$ cat config.mk
export PLATFORM = sky130hd
export DESIGN_NAME = cs_user_buf
export DESIGN_NICKNAME = d
export VERILOG_FILES = /design/src/cs_user_buf_pkg.sv /design/src/cs_user_buf.sv
export SDC_FILE = /design/constraint.sdc
export NUM_CORES = 2
export LEC_CHECK = 0
export BUFFER_PORTS_ARGS = -buffer_cell sky130_fd_sc_hd__buf_2
export CORE_ASPECT_RATIO = 0.9
export CORE_MARGIN = 2
export CORE_UTILIZATION = 50
export CTS_BUF_LIST = sky130_fd_sc_hd__clkbuf_4
export DETAILED_ROUTE_END_ITERATION = 10
export HOLD_SLACK_MARGIN = 0.05
export PLACE_DENSITY = 0.61
export REMOVE_ABC_BUFFERS = 1
export SLEW_MARGIN = 5
export SYNTH_ARGS = -nofsm -noshare
export SYNTH_HDL_FRONTEND = slang
export SYNTH_SLANG_ARGS = --single-unit
$ cat constraint.sdc
create_clock -name i_ref_clk -period 8.2 [get_ports i_ref_clk]
set_input_delay 0.41 -clock i_ref_clk [delete_from_list [all_inputs] [get_ports i_ref_clk]]
set_output_delay 0.41 -clock i_ref_clk [all_outputs]
set_load 0.01 [all_outputs]
$ cat src/cs_user_buf_pkg.sv
// Constants, types and register map for the status/user data buffer.
// Assumes one 100 MHz clock shared with the receiver frame logic.
package cs_user_buf_pkg;

  // ----------------------------------------------------------------
  // Block geometry
  // ----------------------------------------------------------------
  localparam int unsigned FRAMES_PER_BLOCK = 192;   // Frames in one status block
  localparam int unsigned CS_WORDS         = 24;    // 16-bit words in status buffer
  localparam int unsigned USER_BYTES       = 48;    // Bytes of user data per block
  localparam int unsigned RESERVED_BYTES   = 5;     // Leading bytes kept for host
  localparam int unsigned HOLDOFF_FRAMES   = 24;    // Frames between two copies
  localparam int unsigned FIFO_DEPTH       = 16;    // Read data FIFO depth
  localparam int unsigned BYTE_W           = 8;     // Data byte width

  // ----------------------------------------------------------------
  // Control port map (byte addresses)
  // ----------------------------------------------------------------
  localparam logic [6:0] STAT_ADDR = 7'h1e;         // Buffer status, read only
  localparam logic [6:0] CTRL_ADDR = 7'h1f;         // Buffer control
  localparam logic [6:0] CS_BASE   = 7'h20;         // Status buffer, word 0
  localparam logic [6:0] USER_BASE = 7'h40;         // User buffer, word 0
  localparam logic [6:0] CS_SPAN   = 7'h18;         // Words in status region
  localparam logic [6:0] USER_SPAN = 7'h18;         // Words in user region

  // Control register fields
  localparam int unsigned CTRL_TWO_BYTE = 0;        // 1: two-byte status reads
  localparam int unsigned CTRL_CHAN_B   = 1;        // 1: one-byte reads use B
  localparam int unsigned CTRL_RESERVE  = 2;        // 1: keep first five bytes
  localparam int unsigned CTRL_INHIBIT  = 3;        // 1: hold block copies
  localparam int unsigned CTRL_IRQ_EN   = 4;        // 1: copy raises interrupt
  localparam logic [7:0]  CTRL_RESET    = 8'h00;    // Control value after reset

  // Status bits inside channel A bytes (MSB first received)
  localparam int unsigned COPY_BYTE = 0;            // Byte holding copy flag
  localparam int unsigned COPY_BIT  = 5;            // Stream bit 2
  localparam int unsigned GEN_BYTE  = 1;            // Byte holding generation flag
  localparam int unsigned GEN_BIT   = 0;            // Stream bit 15

  // ----------------------------------------------------------------
  // Types
  // ----------------------------------------------------------------
  typedef enum logic [2:0] {
    RD_IDLE  = 3'b001,                              // No read running
    RD_FIRST = 3'b010,                              // Pushing first byte
    RD_SECND = 3'b100                               // Pushing second byte
  } rd_state_e;

  typedef struct packed {
    logic       tick;                               // One frame received
    logic       block_start;                        // Frame 0 of a block
    logic       cs_a;                               // Status bit, sub-frame A
    logic       cs_b;                               // Status bit, sub-frame B
    logic       u_a;                                // User bit, sub-frame A
    logic       u_b;                                // User bit, sub-frame B
  } rx_frame_s;

  typedef struct packed {
    logic       addr_load;                          // Load address pointer
    logic [6:0] addr;                               // Address to load
    logic       wr;                                 // Write byte, then increment
    logic [7:0] wdata;                              // Byte to write
    logic       rd;                                 // Read at pointer, increment
  } cp_req_s;

endpackage

$ cat src/cs_user_buf.sv
// Received channel status and user data double buffer, with read FIFO.
// Assumes frame strobes come from receiver logic on the same clock.
`timescale 1ns/10ps

// ------------------------------------------------------------------
// Read data FIFO
// ------------------------------------------------------------------
module cs_user_fifo #(
  parameter int unsigned WIDTH = 8,
  parameter int unsigned DEPTH = 16
) (
  // Clock and reset
  input  wire logic             i_ref_clk,
  input  wire logic             i_reset,
  // Fill side
  input  wire logic             i_in_valid,
  input  wire logic [WIDTH-1:0] i_in_data,
  output logic                  o_in_ready,
  // Drain side
  output logic                  o_out_valid,
  output logic [WIDTH-1:0]      o_out_data,
  input  wire logic             i_out_ready
);
  localparam int unsigned AW = $clog2(DEPTH);

  logic [WIDTH-1:0] mem [DEPTH];                    // Storage words
  logic [AW:0]      wr_ptr;                         // Write pointer, wrap bit on top
  logic [AW:0]      rd_ptr;                         // Read pointer, wrap bit on top
  logic [AW:0]      next_wr_ptr;
  logic [AW:0]      next_rd_ptr;
  logic             push;
  logic             pop;

  // Full when pointers differ only in the wrap bit
  assign o_in_ready  = !((wr_ptr[AW] != rd_ptr[AW]) && (wr_ptr[AW-1:0] == rd_ptr[AW-1:0]));
  assign o_out_valid = (wr_ptr != rd_ptr);
  assign o_out_data  = mem[rd_ptr[AW-1:0]];
  assign push        = i_in_valid && o_in_ready;
  assign pop         = o_out_valid && i_out_ready;

  // Pointer update
  always_comb begin
    next_wr_ptr = push ? wr_ptr + 1'b1 : wr_ptr;
    next_rd_ptr = pop ? rd_ptr + 1'b1 : rd_ptr;
  end

  // Pointer and storage registers
  always_ff @(posedge i_ref_clk) begin
    if (i_reset) begin
      wr_ptr <= '0;
      rd_ptr <= '0;
    end else begin
      wr_ptr <= next_wr_ptr;
      rd_ptr <= next_rd_ptr;
    end
    if (push) begin
      mem[wr_ptr[AW-1:0]] <= i_in_data;
    end
  end
endmodule // cs_user_fifo

// ------------------------------------------------------------------
// Buffer top
// ------------------------------------------------------------------
module cs_user_buf (
  // Clock and reset
  input  wire logic                        i_ref_clk,
  input  wire logic                        i_reset,
  // Receiver frame strobe and bits
  input  wire cs_user_buf_pkg::rx_frame_s  i_rx,
  // Control port requests
  input  wire cs_user_buf_pkg::cp_req_s    i_cp,
  output logic                             o_cp_busy,
  // Control port read bytes
  output logic                             o_rd_valid,
  output logic [7:0]                       o_rd_data,
  input  wire logic                        i_rd_ready,
  // Events and pins
  output logic                             o_xfer_irq,
  output logic                             o_user_serial,
  output logic                             o_cs_serial,
  output logic                             o_copy_permit,
  output logic                             first_generation_flag_out
);
  import cs_user_buf_pkg::*;

  // ----------------------------------------------------------------
  // Address decoding
  // ----------------------------------------------------------------
  function automatic logic in_cs(input logic [6:0] a);
    in_cs = (a >= CS_BASE) && (a < CS_BASE + CS_SPAN);
  endfunction

  function automatic logic in_user(input logic [6:0] a);
    in_user = (a >= USER_BASE) && (a < USER_BASE + USER_SPAN);
  endfunction

  function automatic logic [4:0] word_of(input logic [6:0] a, input logic [6:0] base);
    logic [6:0] d;
    d       = a - base;
    word_of = d[4:0];
  endfunction

  // ----------------------------------------------------------------
  // State
  // ----------------------------------------------------------------
  logic [7:0] d_cs_a [CS_WORDS];                    // Capture, channel A status
  logic [7:0] d_cs_b [CS_WORDS];                    // Capture, channel B status
  logic [7:0] d_user [USER_BYTES];                  // Capture, user bytes
  logic [7:0] e_cs_a [CS_WORDS];                    // Host view, channel A status
  logic [7:0] e_cs_b [CS_WORDS];                    // Host view, channel B status
  logic [7:0] e_user [USER_BYTES];                  // Host view, user bytes
  logic [7:0] next_d_cs_a [CS_WORDS];
  logic [7:0] next_d_cs_b [CS_WORDS];
  logic [7:0] next_d_user [USER_BYTES];
  logic [7:0] next_e_cs_a [CS_WORDS];
  logic [7:0] next_e_cs_b [CS_WORDS];
  logic [7:0] next_e_user [USER_BYTES];
  logic [7:0] frame_cnt;                            // Frame index in block
  logic [7:0] next_frame_cnt;
  logic       pending;                              // Complete block waits for copy
  logic       next_pending;
  logic [4:0] holdoff;                              // Frames left before next copy
  logic [4:0] next_holdoff;
  logic [7:0] ctrl;                                 // Buffer control register
  logic [7:0] next_ctrl;
  logic [6:0] addr;                                 // Auto-increment pointer
  logic [6:0] next_addr;
  rd_state_e  rd_state;
  rd_state_e  next_rd_state;
  logic       irq;
  logic       next_irq;
  logic       user_ser;
  logic       next_user_ser;
  logic       cs_ser;
  logic       next_cs_ser;

  // Working values
  logic [7:0] idx;                                  // Frame slot being written
  logic       block_done;                           // Last frame of block captured
  logic       copy_fire;                            // Block copy this cycle
  logic       host_wr;                              // Accepted host write
  logic [7:0] push_data;
  logic       push_valid;
  logic       push_ready;
  logic [4:0] w;

  localparam logic [7:0] LAST_FRAME = 8'(FRAMES_PER_BLOCK - 1);
  localparam logic [4:0] HOLDOFF_LD = 5'(HOLDOFF_FRAMES);

  assign idx        = i_rx.block_start ? 8'h00 : frame_cnt;
  assign block_done = i_rx.tick && (idx == LAST_FRAME);
  // A copy reads the registered capture block, so a tick in the same cycle
  // only writes the next block and cannot mix into this one
  assign copy_fire  = pending && !ctrl[CTRL_INHIBIT]
                      && (holdoff == 5'h00);
  // Pointer load has priority, so a load never also writes
  assign host_wr    = i_cp.wr && !i_cp.addr_load && (rd_state == RD_IDLE);
  assign o_cp_busy  = (rd_state != RD_IDLE);

  // ----------------------------------------------------------------
  // Capture and host-view buffers
  // ----------------------------------------------------------------
  // Capture writes one bit per channel per frame, MSB first; the copy moves
  // every unreserved byte in a single cycle so the host never sees two blocks mixed.
  always_comb begin
    next_d_cs_a = d_cs_a;
    next_d_cs_b = d_cs_b;
    next_d_user = d_user;
    next_e_cs_a = e_cs_a;
    next_e_cs_b = e_cs_b;
    next_e_user = e_user;
    if (i_rx.tick) begin
      next_d_cs_a[idx[7:3]][3'h7 - idx[2:0]] = i_rx.cs_a;
      next_d_cs_b[idx[7:3]][3'h7 - idx[2:0]] = i_rx.cs_b;
      // User bits arrive A then B, so two per frame in stream order
      next_d_user[idx[7:2]][3'h7 - {idx[1:0], 1'b0}] = i_rx.u_a;
      next_d_user[idx[7:2]][3'h6 - {idx[1:0], 1'b0}] = i_rx.u_b;
    end
    if (copy_fire) begin
      for (int i = 0; i < CS_WORDS; i++) begin
        // Reserved leading bytes are bytes 2i (A) and 2i+1 (B)
        if (!(ctrl[CTRL_RESERVE] && (2 * i < RESERVED_BYTES))) begin
          next_e_cs_a[i] = d_cs_a[i];
        end
        if (!(ctrl[CTRL_RESERVE] && (2 * i + 1 < RESERVED_BYTES))) begin
          next_e_cs_b[i] = d_cs_b[i];
        end
      end
      next_e_user = d_user;
    end
    // Host writes land after the copy, so they win the same cycle
    if (host_wr && in_cs(addr)) begin
      if (ctrl[CTRL_CHAN_B]) begin
        next_e_cs_b[word_of(addr, CS_BASE)] = i_cp.wdata;
      end else begin
        next_e_cs_a[word_of(addr, CS_BASE)] = i_cp.wdata;
      end
    end
  end

  always_ff @(posedge i_ref_clk) begin
    if (i_reset) begin
      for (int i = 0; i < CS_WORDS; i++) begin
        d_cs_a[i] <= 8'h00;
        d_cs_b[i] <= 8'h00;
        e_cs_a[i] <= 8'h00;
        e_cs_b[i] <= 8'h00;
      end
      for (int i = 0; i < USER_BYTES; i++) begin
        d_user[i] <= 8'h00;
        e_user[i] <= 8'h00;
      end
    end else begin
      d_cs_a <= next_d_cs_a;
      d_cs_b <= next_d_cs_b;
      d_user <= next_d_user;
      e_cs_a <= next_e_cs_a;
      e_cs_b <= next_e_cs_b;
      e_user <= next_e_user;
    end
  end

  // ----------------------------------------------------------------
  // Block sequencing, spacing and serial pins
  // ----------------------------------------------------------------
  // A block still waiting when the next frame lands is dropped rather than
  // copied half new; software must keep the inhibit short.
  always_comb begin
    next_frame_cnt = frame_cnt;
    if (i_rx.tick) begin
      next_frame_cnt = block_done ? 8'h00 : idx + 8'h01;
    end
    // A new block end wins over the copy that clears the flag
    next_pending = block_done || (pending && !copy_fire && !i_rx.tick);
    next_holdoff = holdoff;
    if (copy_fire) begin
      next_holdoff = HOLDOFF_LD;
    end else if (i_rx.tick && (holdoff != 5'h00)) begin
      next_holdoff = holdoff - 5'h01;
    end
    next_irq      = copy_fire && ctrl[CTRL_IRQ_EN];
    next_user_ser = i_rx.tick ? i_rx.u_a : user_ser;
    next_cs_ser   = i_rx.tick ? i_rx.cs_a : cs_ser;
  end

  always_ff @(posedge i_ref_clk) begin
    if (i_reset) begin
      frame_cnt <= 8'h00;
      pending   <= 1'b0;
      holdoff   <= 5'h00;
      irq       <= 1'b0;
      user_ser  <= 1'b0;
      cs_ser    <= 1'b0;
    end else begin
      frame_cnt <= next_frame_cnt;
      pending   <= next_pending;
      holdoff   <= next_holdoff;
      irq       <= next_irq;
      user_ser  <= next_user_ser;
      cs_ser    <= next_cs_ser;
    end
  end

  assign o_xfer_irq    = irq;
  assign o_user_serial = user_ser;
  assign o_cs_serial   = cs_ser;
  // Pin decisions use the host-view channel A block
  assign o_copy_permit = e_cs_a[COPY_BYTE][COPY_BIT];
  assign first_generation_flag_out = e_cs_a[GEN_BYTE][GEN_BIT];

  // ----------------------------------------------------------------
  // Control port: pointer, control register and read engine
  // ----------------------------------------------------------------
  // Byte to push: first or second half of the current access
  always_comb begin
    w         = word_of(addr, in_user(addr) ? USER_BASE : CS_BASE);
    push_data = 8'h00;
    if (in_cs(addr)) begin
      if (rd_state == RD_SECND) begin
        push_data = e_cs_b[w];
      end else if (!ctrl[CTRL_TWO_BYTE] && ctrl[CTRL_CHAN_B]) begin
        push_data = e_cs_b[w];
      end else begin
        push_data = e_cs_a[w];
      end
    end else if (in_user(addr)) begin
      push_data = e_user[{w, rd_state == RD_SECND}];
    end else if (addr == CTRL_ADDR) begin
      push_data = ctrl;
    end else if (addr == STAT_ADDR) begin
      push_data = {5'h00, holdoff != 5'h00, ctrl[CTRL_INHIBIT], pending};
    end
    push_valid = (rd_state != RD_IDLE);
  end

  // Requests are taken only while idle; busy tells the port to wait
  always_comb begin
    next_rd_state = rd_state;
    next_addr     = addr;
    next_ctrl     = ctrl;
    unique case (rd_state)
      RD_IDLE: begin
        if (i_cp.addr_load) begin
          next_addr = i_cp.addr;
        end else if (host_wr) begin
          if (addr == CTRL_ADDR) begin
            next_ctrl = i_cp.wdata;
          end
          next_addr = addr + 7'h01;
        end else if (i_cp.rd) begin
          next_rd_state = RD_FIRST;
        end
      end
      RD_FIRST: begin
        if (push_ready) begin
          if (in_user(addr) || (in_cs(addr) && ctrl[CTRL_TWO_BYTE])) begin
            next_rd_state = RD_SECND;
          end else begin
            next_rd_state = RD_IDLE;
            next_addr     = addr + 7'h01;
          end
        end
      end
      RD_SECND: begin
        if (push_ready) begin
          next_rd_state = RD_IDLE;
          next_addr     = addr + 7'h01;
        end
      end
    endcase
  end

  always_ff @(posedge i_ref_clk) begin
    if (i_reset) begin
      rd_state <= RD_IDLE;
      addr     <= 7'h00;
      ctrl     <= CTRL_RESET;
    end else begin
      rd_state <= next_rd_state;
      addr     <= next_addr;
      ctrl     <= next_ctrl;
    end
  end

  // Read bytes queue here; a slow port stalls the engine, not the data
  cs_user_fifo #(
    .WIDTH (BYTE_W),
    .DEPTH (FIFO_DEPTH)
  ) u_fifo (
    .i_ref_clk   (i_ref_clk),
    .i_reset     (i_reset),
    .i_in_valid  (push_valid),
    .i_in_data   (push_data),
    .o_in_ready  (push_ready),
    .o_out_valid (o_rd_valid),
    .o_out_data  (o_rd_data),
    .i_out_ready (i_rd_ready)
  );
endmodule // cs_user_buf

==> impl_summary.txt <==
----------------------------------------------------
[Outcome]
  Outcome ... complete, no violations

[Power]
  Part of the power in registers ... 50.0%
  Power density over cell area ... 214 mW/mm²
  Power after layout ... 17.1 mW
  Worst IR drop on VDD ... 0.302 mV
  Total leakage power ... 27.3 nW
  Net switching component of the power ... 4.42 mW
  Internal cell power ... 12.6 mW
  Sw Share ... 25.9%
  Proportion of power drawn by combinational gates ... 7.2%
  Clock group share of total power ... 42.9%

[Worst hold path]
  Path class of the lowest-slack min-delay path ... in -> reg
  Min-Delay Startpoint ... i_rx[1]

[Logic synthesis]
  Most frequent cells after synthesis ... 2,155 x sky130_fd_sc_hd__nand2_1, 1,585 x sky130_fd_sc_hd__dfxtp_1, 913 x sky130_fd_sc_hd__nor2_1
  Most instantiated library cell after synthesis ... sky130_fd_sc_hd__nand2_1
  Number of synthesis warnings ... 0
  Part of the Yosys area used for sequential elements ... 48.8%
  Post-synthesis cell area ... 0.0729 mm²
  Area share of the largest cell type after synthesis ... 43.5%
  Leading register cell type out of synthesis ... sky130_fd_sc_hd__dfxtp_1
  Cell types with the largest area share after synthesis ... sky130_fd_sc_hd__dfxtp_1 44%, sky130_fd_sc_hd__nand2_1 11%, sky130_fd_sc_hd__mux2i_1 6.7%
  Cells after Synth ... 8,607
  Number of distinct standard cells referenced by the synthesized netlist ... 65
  Share of synthesized flip-flops with an asynchronous set or reset ... 0%
  Mean post-synth cell area ... 8.47 µm²
  Synth area leader ... sky130_fd_sc_hd__dfxtp_1
  Number of enable-type register cells in the synthesized netlist ... 128
  #FFs+latches synth ... 1,713

[Clocking]
  Hold buffer count at cts ... 67
  CTS H-Tree Depth ... 5
  Library cell used as clock root buffer ... sky130_fd_sc_hd__clkbuf_4
  Buffers inserted by post-CTS timing repair ... 0
  Number of instances resized during post-cts repair ... 0
  TritonCTS clock tree ... done
  Number of sinks handled by clock tree synthesis ... 1,713
  Source-to-sink clock delay at the later pin of the worst-skew pair ... 1460 ps
  Number of clock buffers inserted by TritonCTS ... 446
  CTS max path bufs ... 4
  Worst-path clk slew ... 70 ps

[Routing]
  Post-Route WL ... 257,000 µm
  Vias after detailed routing ... 65.3k
  Via density per instance ... 6.08
  DRC errors left ... 0
  Wirelength per Cell ... 23.9 µm
  Post-route antenna net violation count ... 0
  1st-iter DRT viols ... 8,351
  Count of TritonRoute iterations in the first routing pass ... 6

[Floorplan]
  Starting Density ... 50.5%
  Area of the die ... 0.149 mm²
  Cell Rows ... 132
  Core Area ... 0.144 mm²
  Number of top-level pins ... 42
  Vertical extent of the die ... 366 µm
  Die Span X ... 407 µm

[Timing]
  Final critical delay including setup and external delays ... 5380 ps
  Crit share post-route ... 65.6%
  Final clock skew ... 137 ps
  Final Hold Violating Endpoints ... 0
  Final setup violation count ... 0
  Unrepaired setup endpoints after global routing ... false
  Total Negative Setup Slacks ... 0 ps
  Maximum frequency from static timing analysis ... 0.186 GHz
  Fin. max-slew vios ... 0
  Max-slew headroom at the worst pin ... 8.27%
  Worst-Margin Slew ... 1370 ps

[Placement]
  Dpl hpwl ... 153,000 µm
  RD Place Congestion ... 0.949
  Port Buf Inserts ... 41

[Critical path]
  Endpoint class of the critical path ... flop
  Max incr delay on CP ... 700 ps
  Kind of critical path ... reg -> reg
  Critical path buffer and inverter count ... 5
  Data required time of the worst path ... 9550 ps
  Top delay family on crit path ... buffers and inverters
  Data arrival, critical path ... 6730 ps
  Critical path's slowest cell ... sky130_fd_sc_hd__dfxtp_4
  Critical Path Source Type ... flop
  Cell mode on critical path ... sky130_fd_sc_hd__dlygate4sd3_1
  Cells along the critical path ... buf_12 -> buf_4 -> ha_1 -> nand3_1 -> or2_2 -> nor3_1 -> a21oi_1 -> dlygate4sd3_1 -> or2_1 -> dlygate4sd3_1 -> a21oi_1 -> dlygate4sd3_1
  Maximum fanout along the worst path ... 77
  Source of the critical timing path ... addr[0]
  Reg-to-reg critical path startpoint ... addr[0]

[GRT]
  Antenna violations before repair ... 14
  Vias in the first global route ... 59.8k
  Global router's overall resource usage ... 33.6%
  Largest net degree at the start of global routing ... 217
  Remaining Overflow, GRT ... 0
  First-pass GRT wire length ... 382,000 µm

[Cells and area]
  Fraction of layout cells with a size suffix above 1 ... 12.2%
  Layout area overhead ... 9.50%
  Final net count ... 8,534

[Run]
  Number of max-cap violations ... 0

----------------------------------------------------
## sequential cells by signal (all words and copies together), names as in the netlist, 7 cells and up, named ones only
name and flops:
u_fifo.mem 128, e_cs_b 192, d_cs_b 192, addr 7, frame_cnt 8, e_cs_a 190
e_user 384, ctrl 8, d_user 384, d_cs_a 192
## kinds of logic (layout without fill, tap and decap cells)
group / after synthesis / after routing / synth area share (%)
fa+ha+maj: 14 / 14 / 0.240
simple gates: 3715 / 3715 / 20.6
mux: 660 / 660 / 12.0
buf+inv: 809 / 982 / 4.34
compound gates: 1680 / 1680 / 13.9
xor+xnor: 16 / 16 / 0.192
flops: 1713 / 1713 / 48.8
other cells: 0 / 10 / 0
## path summary, 6_finish.rpt
| check | end | slack (ps) | cells after the start |
|---|---|---|---|
| worst max-delay path | addr[6] | 2820 | 12 |
| worst min-delay path | d_user[191] | 170 | 4 |
| worst max register to register | addr[6] | 2820 | 12 |
| worst min register to register | e_cs_b[189] | 370 | 2 |
## per-stage QoR
| step | hold slack, ps | setup WS [ps] | cell area, µm² | util (%) | cells |
|---|---|---|---|---|---|
| after floorplan | 425 | -18260 | 69800 | - | 7813 |
| after detailed placement | 442 | 3570 | 73700 | 51.1 | 9921 |
| final | 170 | 2820 | 79900 | 55.3 | 10700 |
| after global routing | 139 | 2660 | 79800 | 55.3 | 10700 |
| after CTS | 53.2 | 2940 | 79800 | 55.3 | 10700 |
| after global placement | 436 | 3710 | 73700 | 51.1 | 9920 |
## final cells by class
cell class	count	area, µm²
diodes	10	25.0
repair buffers	232	2060
fillers	13600	64500
clock inverters	71	399
multi-input cells	6085	34300
well taps	1943	2430
flip-flops and latches	1713	35600
clock buffers	664	4980
inverters	15	57.6
## worst min-delay path, delay by kind of cell
family	cells	cell delay [ps]
AOI/OAI and AO/OA	1	60
buffers and inverters	2	820
and+or+nand+nor	1	160
## power by group through the flow
| stage | registers, mW | clock network (mW) | logic, mW |
|---|---|---|---|
| detailed placement | 8.72 | 0 | 1.17 |
| CTS | 8.53 | 7.41 | 1.20 |
| floorplan | 8.79 | 0 | 0.482 |
| finish | 8.53 | 7.31 | 1.22 |
| global placement | 8.71 | 0 | 1.16 |
| global route | 8.53 | 7.85 | 1.26 |
## routing by layer
layer | global-route usage (%) | share of wire [%] | vias to the layer above
met5 | 0 | 0.0097 | -
met4 | 12.6 | 3.5 | 4
met3 | 7.83 | 11 | 524
met2 | 48.5 | 43 | 3345
met1 | 48.4 | 43 | 31700
li1 | - | - | 29700
## placed cells by master, fill, tap and decap left out, drive strengths merged, types with 128 or more instances in the layout
cell       n
nand2   2159
dfxtp   1585
nor2     913
a21oi    905
clkbuf   664
mux2i    486
nand3    389
a311oi   323
o21ai    255
mux4     168
buf      167
edfxtp   128
Note: power is estimated with default switching activity, not from simulation.
